$ cat src/lpbc_defines.svh
// register indices, field positions, reset values and timing counts
// assumes: included by bare name, 10 MHz reference clock
`ifndef LPBC_DEFINES_SVH
`define LPBC_DEFINES_SVH

// ----------------------------------------------------------------
// register indices (byte address is four times the index)
// ----------------------------------------------------------------
`define LPBC_IDX_OTYPE     8'h71
`define LPBC_IDX_LINK      8'h72
`define LPBC_IDX_POL       8'h73
`define LPBC_IDX_DRIVE     8'h74
`define LPBC_IDX_BEHAV     8'h81
`define LPBC_IDX_MIN_DUTY  8'h90
`define LPBC_IDX_MAX_DUTY  8'h91
`define LPBC_IDX_PERIOD    8'h92
`define LPBC_IDX_PULSES    8'h93
`define LPBC_IDX_STATUS    8'h94

// ----------------------------------------------------------------
// field masks and reset values
// ----------------------------------------------------------------
`define LPBC_MASK_TWO      8'h03
`define LPBC_MASK_BEHAV    8'h0F
`define LPBC_MASK_PERIOD   8'h7F
`define LPBC_RST_ZERO      8'h00
`define LPBC_RST_MAX_DUTY  8'hFF
`define LPBC_RST_PERIOD    8'h04
`define LPBC_RST_PULSES    8'h01

// ----------------------------------------------------------------
// timing: one period lsb spans 32 ms, one breath is 510 duty steps
// ----------------------------------------------------------------
`define LPBC_CLK_KHZ        10000
`define LPBC_PERIOD_LSB_MS  32
`define LPBC_BREATH_STEPS   510
`define LPBC_STEP_CYCLES    ((`LPBC_PERIOD_LSB_MS * `LPBC_CLK_KHZ) / `LPBC_BREATH_STEPS)

// ----------------------------------------------------------------
// bus responses
// ----------------------------------------------------------------
`define LPBC_RESP_OKAY     2'h0
`define LPBC_RESP_SLVERR   2'h2

`endif

$ cat src/lpbc_pkg.sv
// types shared by the lamp polarity and behavior controller
// assumes: constants come from lpbc_defines.svh
package lpbc_pkg;

    // behavior sequencer states
    typedef enum logic [1:0] {
        ST_IDLE,
        ST_DIRECT,
        ST_BREATHE,
        ST_PULSE
    } lpbc_state_t;

    // per-lamp configuration slice
    typedef struct packed {
        logic       polarity;
        logic       sw_drive;
        logic       link;
        logic       output_type;
        logic [1:0] behavior;
    } lpbc_lamp_cfg_t;

endpackage : lpbc_pkg

$ cat src/lpbc_top.sv
// lamp polarity / behavior controller with an axi4-lite register slave
// assumes: one 10 MHz clock, touch inputs asynchronous, pins resolved outside
`timescale 1ns/1ps
`include "lpbc_defines.svh"

// Functional notes
// RULE1 - polarity 0 inverts: active drive is low, duty is fraction of time low
// RULE2 - polarity 1 non-inverted: active is high or float, duty is time high
// RULE3 - duty values are applied regardless of polarity
// RULE4 - each breath ramps from minimum duty to maximum and back to minimum
// RULE5 - without touch or with drive bit clear, lamp runs at minimum duty
// RULE6 - linked lamp treats a touch exactly like drive bit set
// RULE7 - linked lamps follow touch; unlinked lamps follow the drive bit
// RULE8 - drive bits: lamp two bit 1, lamp one bit 0; 1 actuates
// RULE9 - behavior fields: lamp two bits 3..2, lamp one bits 1..0
// RULE10 - linked lamp starts behavior on start trigger, ends on stop trigger
// RULE11 - unlinked lamp: setting drive bit is touch, clearing is release
// RULE12 - non-actuated pin: high when inverted, low when non-inverted
// RULE13 - breathing lamp finishes its current breath before behavior change
// RULE14 - single pulse starts on set; bit ignored until pulses finish
// RULE15 - source switch follows new source at once; inactive acts as release
// RULE16 - period change while actuated: zero drive, restart, keep pulse count; code does this only in breathe or pulse state while the command is held
// RULE17 - non-inverted lamp brightness is inverse of duty settings
// RULE18 - behavior 00 direct, 01 single pulse, 10 breathe then pulse, 11 breathe
// RULE19 - output type 0 open drain, 1 push pull
// RULE20 - link bit 1 makes lamp respond to its paired touch input
// RULE21 - duty is produced by a free counter compared with current duty
// RULE22 - unused register bits ignore writes and read as zero
module lpbc_top #(
    parameter int STEP_CYCLES = `LPBC_STEP_CYCLES
) (
    // clock and reset
    input  wire logic        REF_CLK,
    input  wire logic        RST,
    // axi4-lite write address
    input  wire logic [11:0] S_AXI_AWADDR,
    input  wire logic        S_AXI_AWVALID,
    output logic             S_AXI_AWREADY,
    // axi4-lite write data
    input  wire logic [31:0] S_AXI_WDATA,
    input  wire logic [3:0]  S_AXI_WSTRB,
    input  wire logic        S_AXI_WVALID,
    output logic             S_AXI_WREADY,
    // axi4-lite write response
    output logic [1:0]       S_AXI_BRESP,
    output logic             S_AXI_BVALID,
    input  wire logic        S_AXI_BREADY,
    // axi4-lite read address
    input  wire logic [11:0] S_AXI_ARADDR,
    input  wire logic        S_AXI_ARVALID,
    output logic             S_AXI_ARREADY,
    // axi4-lite read data
    output logic [31:0]      S_AXI_RDATA,
    output logic [1:0]       S_AXI_RRESP,
    output logic             S_AXI_RVALID,
    input  wire logic        S_AXI_RREADY,
    // touch detect inputs, bit 1 is touch_input_two
    input  wire logic [1:0]  TOUCH_IN,
    // lamp pins, oe low while driving
    output logic [1:0]       LAMP_OUT,
    output logic [1:0]       LAMP_OE_N
);

    // ----------------------------------------------------------------
    // register storage
    // ----------------------------------------------------------------
    logic [1:0] lamp_output_type;
    logic [1:0] sensor_lamp_link;
    logic [1:0] lamp_polarity_select;
    logic [1:0] lamp_software_drive;
    logic [3:0] lamp_behavior_select;
    logic [7:0] min_duty;
    logic [7:0] max_duty;
    logic [6:0] breathe_period;
    logic [7:0] pulse_count;
    logic [6:0] period_seen;
    logic       period_changed;
    logic [1:0] lamp_actuated;
    logic [1:0] lamp_breathing;

    // bus slave state
    logic [11:0] aw_addr;
    logic [7:0]  w_data;
    logic        w_lane0;
    logic        aw_have;
    logic        w_have;
    logic        do_write;

    // address hit test shared by the read and write paths
    function automatic logic addr_is(input logic [11:0] addr, input logic [7:0] idx);
        addr_is = (addr[1:0] == 2'h0) && (addr[11:2] == {2'h0, idx});
    endfunction : addr_is

    // known register test
    function automatic logic addr_known(input logic [11:0] addr);
        addr_known = addr_is(addr, `LPBC_IDX_OTYPE)    || addr_is(addr, `LPBC_IDX_LINK)
                  || addr_is(addr, `LPBC_IDX_POL)      || addr_is(addr, `LPBC_IDX_DRIVE)
                  || addr_is(addr, `LPBC_IDX_BEHAV)    || addr_is(addr, `LPBC_IDX_MIN_DUTY)
                  || addr_is(addr, `LPBC_IDX_MAX_DUTY) || addr_is(addr, `LPBC_IDX_PERIOD)
                  || addr_is(addr, `LPBC_IDX_PULSES)   || addr_is(addr, `LPBC_IDX_STATUS);
    endfunction : addr_known

    // ----------------------------------------------------------------
    // axi4-lite write channel
    // ----------------------------------------------------------------
    assign do_write = aw_have && w_have && !S_AXI_BVALID;

    // address and data taken in either order, response after both
    always_ff @(posedge REF_CLK or posedge RST) begin
        if (RST) begin
            aw_addr       <= 12'h000;
            w_data        <= 8'h00;
            w_lane0       <= 1'b0;
            aw_have       <= 1'b0;
            w_have        <= 1'b0;
            S_AXI_AWREADY <= 1'b1;
            S_AXI_WREADY  <= 1'b1;
            S_AXI_BVALID  <= 1'b0;
            S_AXI_BRESP   <= `LPBC_RESP_OKAY;
        end else begin
            if (S_AXI_AWVALID && S_AXI_AWREADY) begin
                aw_addr       <= S_AXI_AWADDR;
                aw_have       <= 1'b1;
                S_AXI_AWREADY <= 1'b0;
            end
            if (S_AXI_WVALID && S_AXI_WREADY) begin
                w_data       <= S_AXI_WDATA[7:0];
                w_lane0      <= S_AXI_WSTRB[0];
                w_have       <= 1'b1;
                S_AXI_WREADY <= 1'b0;
            end
            if (do_write) begin
                aw_have      <= 1'b0;
                w_have       <= 1'b0;
                S_AXI_BVALID <= 1'b1;
                S_AXI_BRESP  <= addr_known(aw_addr) ? `LPBC_RESP_OKAY : `LPBC_RESP_SLVERR;
            end
            if (S_AXI_BVALID && S_AXI_BREADY) begin
                S_AXI_BVALID  <= 1'b0;
                S_AXI_AWREADY <= 1'b1;
                S_AXI_WREADY  <= 1'b1;
            end
        end
    end

    // register writes, unused bits dropped
    always_ff @(posedge REF_CLK or posedge RST) begin
        if (RST) begin
            lamp_output_type     <= 2'h0;
            sensor_lamp_link     <= 2'h0;
            lamp_polarity_select <= 2'h0;
            lamp_software_drive  <= 2'h0;
            lamp_behavior_select <= 4'h0;
            min_duty             <= `LPBC_RST_ZERO;
            max_duty             <= `LPBC_RST_MAX_DUTY;
            breathe_period       <= 7'(`LPBC_RST_PERIOD);
            pulse_count          <= `LPBC_RST_PULSES;
        end else if (do_write && w_lane0) begin
            if (addr_is(aw_addr, `LPBC_IDX_OTYPE))
                lamp_output_type <= w_data[1:0];          // RULE22
            if (addr_is(aw_addr, `LPBC_IDX_LINK))
                sensor_lamp_link <= w_data[1:0];
            if (addr_is(aw_addr, `LPBC_IDX_POL))
                lamp_polarity_select <= w_data[1:0];      // RULE22
            if (addr_is(aw_addr, `LPBC_IDX_DRIVE))
                lamp_software_drive <= w_data[1:0];       // RULE8
            if (addr_is(aw_addr, `LPBC_IDX_BEHAV))
                lamp_behavior_select <= w_data[3:0];      // RULE9
            if (addr_is(aw_addr, `LPBC_IDX_MIN_DUTY))
                min_duty <= w_data;
            if (addr_is(aw_addr, `LPBC_IDX_MAX_DUTY))
                max_duty <= w_data;
            if (addr_is(aw_addr, `LPBC_IDX_PERIOD))
                breathe_period <= w_data[6:0];
            if (addr_is(aw_addr, `LPBC_IDX_PULSES))
                pulse_count <= w_data;
        end
    end

    // ----------------------------------------------------------------
    // axi4-lite read channel
    // ----------------------------------------------------------------
    always_ff @(posedge REF_CLK or posedge RST) begin
        if (RST) begin
            S_AXI_ARREADY <= 1'b1;
            S_AXI_RVALID  <= 1'b0;
            S_AXI_RDATA   <= 32'h0000_0000;
            S_AXI_RRESP   <= `LPBC_RESP_OKAY;
        end else if (S_AXI_ARVALID && S_AXI_ARREADY) begin
            S_AXI_ARREADY <= 1'b0;
            S_AXI_RVALID  <= 1'b1;
            S_AXI_RRESP   <= addr_known(S_AXI_ARADDR) ? `LPBC_RESP_OKAY : `LPBC_RESP_SLVERR;
            S_AXI_RDATA   <= 32'h0000_0000;
            if (addr_is(S_AXI_ARADDR, `LPBC_IDX_OTYPE))
                S_AXI_RDATA[1:0] <= lamp_output_type;
            if (addr_is(S_AXI_ARADDR, `LPBC_IDX_LINK))
                S_AXI_RDATA[1:0] <= sensor_lamp_link;
            if (addr_is(S_AXI_ARADDR, `LPBC_IDX_POL))
                S_AXI_RDATA[1:0] <= lamp_polarity_select;   // RULE22
            if (addr_is(S_AXI_ARADDR, `LPBC_IDX_DRIVE))
                S_AXI_RDATA[1:0] <= lamp_software_drive;    // RULE22
            if (addr_is(S_AXI_ARADDR, `LPBC_IDX_BEHAV))
                S_AXI_RDATA[3:0] <= lamp_behavior_select;   // RULE22
            if (addr_is(S_AXI_ARADDR, `LPBC_IDX_MIN_DUTY))
                S_AXI_RDATA[7:0] <= min_duty;
            if (addr_is(S_AXI_ARADDR, `LPBC_IDX_MAX_DUTY))
                S_AXI_RDATA[7:0] <= max_duty;
            if (addr_is(S_AXI_ARADDR, `LPBC_IDX_PERIOD))
                S_AXI_RDATA[6:0] <= breathe_period;
            if (addr_is(S_AXI_ARADDR, `LPBC_IDX_PULSES))
                S_AXI_RDATA[7:0] <= pulse_count;
            if (addr_is(S_AXI_ARADDR, `LPBC_IDX_STATUS))
                S_AXI_RDATA[3:0] <= {lamp_breathing, lamp_actuated};
        end else if (S_AXI_RVALID && S_AXI_RREADY) begin
            S_AXI_RVALID  <= 1'b0;
            S_AXI_ARREADY <= 1'b1;
        end
    end

    // ----------------------------------------------------------------
    // shared timing: touch sync, pwm counter, step prescaler
    // ----------------------------------------------------------------
    logic [1:0]  touch_meta;
    logic [1:0]  touch_sync;
    logic [7:0]  pwm_cnt;
    logic [16:0] pre_cnt;
    logic        base_tick;

    // two-stage synchroniser on the touch pins
    always_ff @(posedge REF_CLK or posedge RST) begin
        if (RST) begin
            touch_meta <= 2'h0;
            touch_sync <= 2'h0;
        end else begin
            touch_meta <= TOUCH_IN;
            touch_sync <= touch_meta;
        end
    end

    // free pwm counter and duty step prescaler
    always_ff @(posedge REF_CLK or posedge RST) begin
        if (RST) begin
            pwm_cnt   <= 8'h00;
            pre_cnt   <= 17'h00000;
            base_tick <= 1'b0;
        end else begin
            pwm_cnt   <= pwm_cnt + 8'h01;                   // RULE21
            base_tick <= (pre_cnt == 17'(STEP_CYCLES - 1));
            pre_cnt   <= (pre_cnt == 17'(STEP_CYCLES - 1)) ? 17'h00000 : pre_cnt + 17'h00001;
        end
    end

    // period change detect for breath restart
    always_ff @(posedge REF_CLK or posedge RST) begin
        if (RST) begin
            period_seen    <= 7'(`LPBC_RST_PERIOD);
            period_changed <= 1'b0;
        end else begin
            period_seen    <= breathe_period;
            period_changed <= (period_seen != breathe_period);
        end
    end

    // ----------------------------------------------------------------
    // per-lamp behavior sequencer and pin driver
    // ----------------------------------------------------------------
    for (genvar g = 0; g < 2; g++) begin : g_lamp
        lpbc_pkg::lpbc_lamp_cfg_t cfg;
        lpbc_pkg::lpbc_state_t    state;
        logic [1:0] mode;
        logic [7:0] duty;
        logic [7:0] pulses_left;
        logic [6:0] step_cnt;
        logic       ramp_up;
        logic       stop_pend;
        logic       rearm;
        logic       cmd;
        logic       cmd_q;
        logic       step;
        logic       breath_end;
        logic       active_phase;
        logic       pin_level;

        assign cfg = '{polarity:    lamp_polarity_select[g],
                       sw_drive:    lamp_software_drive[g],
                       link:        sensor_lamp_link[g],
                       output_type: lamp_output_type[g],
                       behavior:    lamp_behavior_select[2*g+1:2*g]};

        // command source: touch when linked, drive bit otherwise
        assign cmd = cfg.link ? touch_sync[g] : cfg.sw_drive;   // RULE6 RULE7 RULE11 RULE15 RULE20
        assign step = base_tick && (step_cnt == 7'h00);
        assign breath_end = step && !ramp_up && (duty <= min_duty);

        // step divider per lamp, one lsb of period per duty step
        always_ff @(posedge REF_CLK or posedge RST) begin
            if (RST) begin
                step_cnt <= 7'h00;
            end else if (period_changed) begin
                step_cnt <= 7'h00;
            end else if (base_tick) begin
                step_cnt <= (step_cnt == 7'h00) ?
                    ((breathe_period == 7'h00) ? 7'h00 : breathe_period - 7'h01) :
                    step_cnt - 7'h01;
            end
        end

        // behavior state machine
        always_ff @(posedge REF_CLK or posedge RST) begin
            if (RST) begin
                state       <= lpbc_pkg::ST_IDLE;
                mode        <= 2'h0;
                duty        <= 8'h00;
                pulses_left <= 8'h00;
                ramp_up     <= 1'b1;
                stop_pend   <= 1'b0;
                rearm       <= 1'b0;
                cmd_q       <= 1'b0;
            end else begin
                cmd_q <= cmd;
                case (state)
                    lpbc_pkg::ST_IDLE: begin
                        duty    <= min_duty;                          // RULE5
                        ramp_up <= 1'b1;
                        if (cmd && (!cmd_q || rearm)) begin           // RULE10 RULE11
                            rearm     <= 1'b0;
                            stop_pend <= 1'b0;
                            mode      <= cfg.behavior;
                            case (cfg.behavior)                       // RULE18
                                2'h0: state <= lpbc_pkg::ST_DIRECT;
                                2'h1: begin
                                    state       <= lpbc_pkg::ST_PULSE;
                                    pulses_left <= pulse_count;
                                end
                                default: state <= lpbc_pkg::ST_BREATHE;
                            endcase
                        end else if (!cmd) begin
                            rearm <= 1'b0;
                        end
                    end
                    lpbc_pkg::ST_DIRECT: begin
                        duty <= max_duty;
                        if (!cmd) begin
                            state <= lpbc_pkg::ST_IDLE;               // RULE10 RULE15
                        end else if (cfg.behavior != mode) begin
                            state <= lpbc_pkg::ST_IDLE;
                            rearm <= 1'b1;
                        end
                    end
                    lpbc_pkg::ST_BREATHE, lpbc_pkg::ST_PULSE: begin
                        if (state == lpbc_pkg::ST_BREATHE && !cmd)
                            stop_pend <= 1'b1;
                        if (period_changed && cmd_q) begin
                            duty    <= 8'h00;                         // RULE16
                            ramp_up <= 1'b1;
                        end else if (breath_end) begin
                            ramp_up <= 1'b1;                          // RULE4
                            if (state == lpbc_pkg::ST_PULSE) begin
                                // pulse run ignores the command bit
                                if (pulses_left <= 8'h01) begin       // RULE14
                                    state       <= lpbc_pkg::ST_IDLE;
                                    pulses_left <= 8'h00;
                                end else begin
                                    pulses_left <= pulses_left - 8'h01;
                                end
                            end else if (stop_pend || !cmd) begin
                                stop_pend <= 1'b0;
                                if (mode == 2'h2) begin
                                    state       <= lpbc_pkg::ST_PULSE;
                                    pulses_left <= pulse_count;
                                end else begin
                                    state <= lpbc_pkg::ST_IDLE;
                                end
                            end else if (cfg.behavior != mode) begin
                                state <= lpbc_pkg::ST_IDLE;           // RULE13
                                rearm <= 1'b1;
                            end
                        end else if (step) begin
                            if (ramp_up) begin
                                if (duty >= max_duty)
                                    ramp_up <= 1'b0;
                                else
                                    duty <= duty + 8'h01;             // RULE4
                            end else begin
                                duty <= duty - 8'h01;
                            end
                        end
                    end
                    default: state <= lpbc_pkg::ST_IDLE;
                endcase
            end
        end

        // duty compare and polarity mapping
        assign active_phase = (pwm_cnt < duty);                       // RULE21 RULE3
        assign pin_level = cfg.polarity ? active_phase : !active_phase; // RULE1 RULE2 RULE12 RULE17

        // pin driver: push pull always drives, open drain floats the high level
        always_ff @(posedge REF_CLK or posedge RST) begin
            if (RST) begin
                LAMP_OUT[g]  <= 1'b0;
                LAMP_OE_N[g] <= 1'b1;
            end else if (cfg.output_type) begin
                LAMP_OUT[g]  <= pin_level;                            // RULE19
                LAMP_OE_N[g] <= 1'b0;
            end else begin
                LAMP_OUT[g]  <= 1'b0;                                 // RULE19
                LAMP_OE_N[g] <= pin_level;
            end
        end

        // status view of the sequencer
        always_ff @(posedge REF_CLK or posedge RST) begin
            if (RST) begin
                lamp_actuated[g]  <= 1'b0;
                lamp_breathing[g] <= 1'b0;
            end else begin
                lamp_actuated[g]  <= (state != lpbc_pkg::ST_IDLE);
                lamp_breathing[g] <= (state == lpbc_pkg::ST_BREATHE) ||
                                     (state == lpbc_pkg::ST_PULSE);
            end
        end
    end

endmodule : lpbc_top

$ cat config.mk
export PLATFORM = sky130hd
export DESIGN_NAME = lpbc_top
export DESIGN_NICKNAME = d
export VERILOG_FILES = /design/src/lpbc_pkg.sv /design/src/lpbc_top.sv
export VERILOG_INCLUDE_DIRS = /design/src
export SDC_FILE = /design/constraint.sdc
export NUM_CORES = 1
export LEC_CHECK = 0
export BUFFER_PORTS_ARGS = -buffer_cell sky130_fd_sc_hd__buf_2
export CAP_MARGIN = 5
export CORE_MARGIN = 4
export CORE_UTILIZATION = 45
export DETAILED_ROUTE_END_ITERATION = 16
export PLACE_DENSITY = 0.7
export SLEW_MARGIN = 20
export SYNTH_ARGS = -nofsm -noshare
export SYNTH_HDL_FRONTEND = slang
export SYNTH_SLANG_ARGS = --single-unit
$ cat constraint.sdc
create_clock -name REF_CLK -period 7.1 [get_ports REF_CLK]
set_clock_uncertainty 0.15 [all_clocks]
set_input_delay 0.355 -clock REF_CLK [delete_from_list [all_inputs] [get_ports REF_CLK]]
set_output_delay 0.355 -clock REF_CLK [all_outputs]
set_load 0.01 [all_outputs]
# Yosys cells after proc, flatten, opt, wreduce, memory -nomap -nowiden
# Index checks and enable logic that the tools add are counted.
dict set report op_classes {
  n_addsub 11
  n_lt_le_gt_ge 8
  eq_ne 64
  muxes 138
  n_reduce_logical 118
}
# cell count
set ops {}
lappend ops {{$mux W8} 29}
lappend ops {{$eq A10 B8 Y1 const B} 12}
lappend ops {{$eq A10 B7 Y1 const B} 8}
lappend ops {{$mux W1} 60}
lappend ops {{$mux W7} 8}
lappend ops {{$mux W2} 24}
lappend ops {{$pmux W8 S3} 2}
lappend ops {{$logic_and A1 B1 Y1} 40}
lappend ops {{$ne A3 B3 Y1 const B} 12}
lappend ops {{$pmux W8 S2} 2}
lappend ops {{$sub A8 B1 Y8 const B} 4}
lappend ops {{$reduce_and A2 Y1} 15}
lappend ops {{$add A8 B1 Y8 const B} 3}
lappend ops {{$logic_or A1 B1 Y1} 24}
lappend ops {{$ne A2 B2 Y1 const B} 12}
lappend ops {{$reduce_bool A2 Y1} 11}
lappend ops {{$logic_not A7 Y1} 3}
lappend ops {{$sub A7 B1 Y7 const B} 3}
lappend ops {{$add A17 B1 Y17 const B} 1}
lappend ops {{$eq A17 B10 Y1 const B} 1}
lappend ops {{$mux W17} 1}
lappend ops {{$ge A8 B8 Y1} 2}
lappend ops {{$le A8 B1 Y1 const B} 2}
lappend ops {{$le A8 B8 Y1} 2}
lappend ops {{other kinds (19)} 58}
dict set report word_totals {
  register_bits 191
  inputBits 69
  out_inout_bits 45
}

# Logic depth before layout (Yosys ltp)
dict set report logic_depth {
  ltp_word 12
  mapped_depth 10
  ltp_nobuf 9
}

# Worst setup path before layout
# No wires, ideal clock.
dict set report synth_path {
  path_kind {reg-to-reg}
  start {register g_lamp[0].ramp_up}
  end {register g_lamp[0].duty[7]}
  setup_time_ns 0.123
  arrival_time_ns 2.505
  t_required_ns 6.827
  path_slack_ns 4.322
  stages_incl_launch_ff 11
  n_path_buf 1
  synth_period_minus_slack_ns 2.778
  cell_sequence {dfstp_2 clkbuf_1 inv_1 ha_1 a21o_1 a211oi_1 nor2_1 o41ai_1 mux2i_1 o311a_1 nand2_1}
}
dict set report synth_between {
  elab_chain_len 5
}
# element line
set synth_lines {}
lappend synth_lines {{start, declared} lpbc_top.sv:274} ;# logic ramp_up;
lappend synth_lines {{start signal, assigned} lpbc_top.sv:315} ;# ramp_up <= 1'b1;
lappend synth_lines {{start signal, assigned} lpbc_top.sv:324} ;# ramp_up <= 1'b1;
lappend synth_lines {{start signal, assigned} lpbc_top.sv:355} ;# ramp_up <= 1'b1;
lappend synth_lines {{$mux W8 / $logic_not A1 Y1 (equally long branches)} {lpbc_top.sv:379, lpbc_top.sv:293}}
lappend synth_lines {{$mux W8 / $logic_and A1 B1 Y1 (equally long branches)} {lpbc_top.sv:378, lpbc_top.sv:293}}
lappend synth_lines {{$mux W8 / $logic_and A1 B1 Y1 (equally long branches)} {lpbc_top.sv:356, lpbc_top.sv:293}}
lappend synth_lines {{$mux W8 / $ne A3 B3 Y1 (equally long branches)} -}
lappend synth_lines {{$pmux W8 S3 / $reduce_and A3 Y1 (equally long branches)} -}
lappend synth_lines {{end signal, assigned} lpbc_top.sv:323} ;# duty <= min_duty;
lappend synth_lines {{end signal, assigned} lpbc_top.sv:383} ;# duty <= duty + 8'h01;
lappend synth_lines {{end signal, assigned} lpbc_top.sv:385} ;# duty <= duty - 8'h01;
lappend synth_lines {{end, declared} lpbc_top.sv:271} ;# logic [7:0] duty;
# Several ways; a longest one is shown, not always the timed one. The select of a mux whose other input is x is not followed.
# A chain may end at the register's enable or synchronous reset.

# Final worst setup path
dict set report layout_path {
  start {register base_tick}
  end {register g_lamp[1].pulses_left[1]}
}
dict set report layout_between {
  elab_chain_len 5
}
# element line
set layout_lines {}
lappend layout_lines {{start, declared} lpbc_top.sv:227} ;# logic base_tick;
lappend layout_lines {{start signal, assigned} lpbc_top.sv:248} ;# base_tick <= (pre_cnt == 17'(STEP_CYCLES - 1));
lappend layout_lines {{$logic_and A1 B1 Y1} lpbc_top.sv:292} ;# assign step = base_tick && (step_cnt == 7'h00);
lappend layout_lines {{$logic_and A1 B1 Y1 (2 in a row)} lpbc_top.sv:293} ;# assign breath_end = step && !ramp_up && (duty <= min_duty);
lappend layout_lines {{$ne A2 B2 Y1 (no source line)} -}
lappend layout_lines {{$reduce_and A7 Y1 (no source line)} -}
lappend layout_lines {{end signal, assigned} lpbc_top.sv:333} ;# pulses_left <= pulse_count;
lappend layout_lines {{end signal, assigned} lpbc_top.sv:364} ;# pulses_left <= pulses_left - 8'h01;
lappend layout_lines {{end signal, assigned} lpbc_top.sv:370} ;# pulses_left <= pulse_count;
lappend layout_lines {{end, declared} lpbc_top.sv:272} ;# logic [7:0] pulses_left;
# No other way between the ends.

==> results_dict.tcl <==
set metrics [dict create \
    max_freq_mhz 317.0 \
    startpoint_type "flip-flop" \
    drtIter0Drc 649 \
    groute.usage.overall 0.2088 \
    worstMarginPinSlew_ns 0.9817 \
    die_w_um 165.4 \
    clock_latency_ns 0.44 \
    finalHoldViolCount 0 \
    hp-start "S_AXI_AWADDR[2]" \
    die_area_um2 27360 \
    wl_met1_um 12610 \
    synth.top_cell.area_share 0.3838 \
    h-tree-depth 4 \
    power_density_nw_per_um2 211.5 \
    synthCells 1159 \
    yosys.cell_types.count 80 \
    ios 114 \
    design.core.area_um2 24320 \
    rsz0062_at_grt "false" \
    dr.pass1.iters 5 \
    ys_top_cells_by_count "dfrtp_1, nor2_1, o21ai_0, nand2_1, ha_1" \
    drtAntennaViolNets 0 \
    ctsHoldBuffers 25 \
    routed.top_layer "met5" \
    nNetsFinal 1369 \
    period_needed_ns 3.154 \
    avgRoutedWirePerCell_um 17.73 \
    pre_cts_ws_ns 4.030 \
    critPathCaptureType "flip-flop" \
    final_max_slew_viol_count 0 \
    syn2layout_area_growth_pct 12.19 \
    grt_pass1_vias 8662 \
    synthTopCellsByArea "dfrtp_1, ha_1, mux2_2" \
    start_util 0.4585 \
    vias 8912 \
    drive_above_1_share 0.1538 \
    hold_class "primary input to flip-flop" \
    path_class "flip-flop to flip-flop" \
    grt_overflow 0 \
    cts_num_sinks 189 \
    postCtsSetupRepairBufs 0 \
    path_clk_slew_ns 0.08 \
    gp_congestion 0.8931 \
    fillers 2185 \
    yosysTopAreaCell "dfrtp_1" \
    status "complete, no violations" \
    antenna_found_initial 5 \
    cts_buffers 17 \
    rrSetupSlack_ns 3.95 \
    synthArstFlopShare 1.000 \
    worstPathRequired_ns 7.25 \
    cts_tree "yes" \
    register_area_um2 4752 \
    grt_max_degree 115 \
    setup_viol 0 \
    cellLeakagePower_nw 5.612 \
    rows 57 \
    max_cap_violations 0 \
    cts_buffer_depth 2 \
    path_max_fanout 17 \
    yosysSeqAreaShare 0.4262 \
    cts_resized 0 \
    worstReg2RegStart "base_tick" \
    maxSlewHeadroom 0.3431 \
    synth_edf_count 0 \
    cts-root-buf "clkbuf_16" \
    post-route-period-util 0.4443 \
    via_per_inst 5.684 \
    syn_area_per_cell_um2 9.621 \
    reg2reg_depth 7 \
    ir_drop_mv 0.1660 \
    synth_warnings 0 \
    ys_seq_elements 189 \
    min_to "aw_addr[2]" \
    r2r_end "g_lamp[1].pulses_left[1]" \
    synthesis.area_um2 11150 \
    synth_ff_type "dfrtp_1" \
    placement.io_buffers 60 \
    wl_met2_um 12440 \
    arrival_ns 3.30 \
    hold_depth 2 \
    drc 0 \
    place_hpwl_um 20170 \
    multi_input_area_um2 5896 \
    grt_pass1_wl_um 44970 \
    tns_ns 0 \
    yosysMostFrequentCell "dfrtp_1" \
    drt-total-wl_um 27800 \
    fin_ws_ns 3.946 \
    met3_wirelength_um 1957 \
    die_h_um 165.4 \
]
==> cells in the final DEF (no fill, tap or decap), drive strengths merged, types with 16 or more instances in the layout <==
master / netlist / final
a21oi: 68 / 68
nand2b: 16 / 16
o21ai: 95 / 95
a211oi: 16 / 16
mux2i: 26 / 26
clkbuf: 29 / 17
mux2: 52 / 52
dfstp: 18 / 18
inv: 67 / 76
dfrtp: 171 / 171
nand2: 92 / 92
xnor2: 28 / 28
buf: 33 / 63
conb: 1 / 26
ha: 69 / 69
nor2: 102 / 102
nand3: 31 / 31
nor3: 34 / 34
xor2: 17 / 17
dlygate4sd3: 0 / 25
==> critical path, stage by stage (launching register included) <==
cell and delay [ns]:
dfrtp_1 0.73, nand3b_1 0.35, nor3_4 0.43, nand3_1 0.14, o31a_1 0.33, a311o_1 0.49, a211oi_1 0.31, a21oi_1 0.07
==> report_power, final <==
group | switching, W | internal, W
registers | 0.000142 | 0.00118
clock network | 0.000488 | 0.000512
logic | 0.000171 | 0.000155
==> final cells by class <==
cell class                      instances  share of cell area
Sequential cell                       189              0.3799
Clock buffer                           17             0.03401
Timing Repair Buffer                   88             0.04581
Clock inverter                         15             0.01550
Inverter                               67             0.02070
Multi-Input combinational cell        866              0.4713
Antenna cell                            2           0.0004001
Tap cell                              324             0.03241
==> layer usage <==
metal | GRT usage | vias up
li1 | - | 4258
met1 | 0.2905 | 4303
met2 | 0.3228 | 292
met3 | 0.04815 | 51
met4 | 0.07049 | 8
met5 | 0 | -
==> worst max path at each step <==
stage	start	end	slack, ns
5_1_grt	base_tick	g_lamp[1].pulses_left[1]	3.76
3_3_place_gp	base_tick	g_lamp[1].duty[3]	4.05
6_report	base_tick	g_lamp[1].pulses_left[1]	3.95
3_5_place_dp	base_tick	g_lamp[1].pulses_left[1]	4.03
4_1_cts	base_tick	g_lamp[1].pulses_left[1]	4.00
2_1_floorplan	RST	LAMP_OUT[0]	1.48
==> state kept, by name (all words and copies together) (netlist names), 8 cells and up <==
signal and cells:
pwm_cnt 8, w_data 8, g_lamp.pulses_left 16, max_duty 8
g_lamp.step_cnt 14, min_duty 8, S_AXI_RDATA 8, pre_cnt 17
pulse_count 8, aw_addr 12, g_lamp.duty 16
==> cell families (layout without fill, tap and decap cells) <==
kind of cell	count (synthesis)	in the layout	synth area share
muxes	78	78	0.07619
xor gates and xnor gates	45	45	0.03535
other	1	28	0.0003363
AOI/OAI and AO/OA	285	285	0.1606
adders and majority gates	71	71	0.08101
DFF	189	189	0.4262
and+or+nand+nor	361	361	0.1667
buffers and inverters	129	187	0.05363
==> stage by stage <==
stage               power [W]    util  hold WS (ns)  instance area, um^2  instances
finish               0.002646  0.5144       0.01303                12510       1568
global route         0.002763  0.5143      0.009909                12510       1567
CTS                  0.002660  0.5141      0.005290                12500       1566
detailed placement   0.001651  0.4784        0.1847                11630       1509
global placement     0.001636  0.4784        0.1845                11630       1509
floorplan            0.001539       -        0.1812                11240       1184
Power figures use the tool's default switching activity.
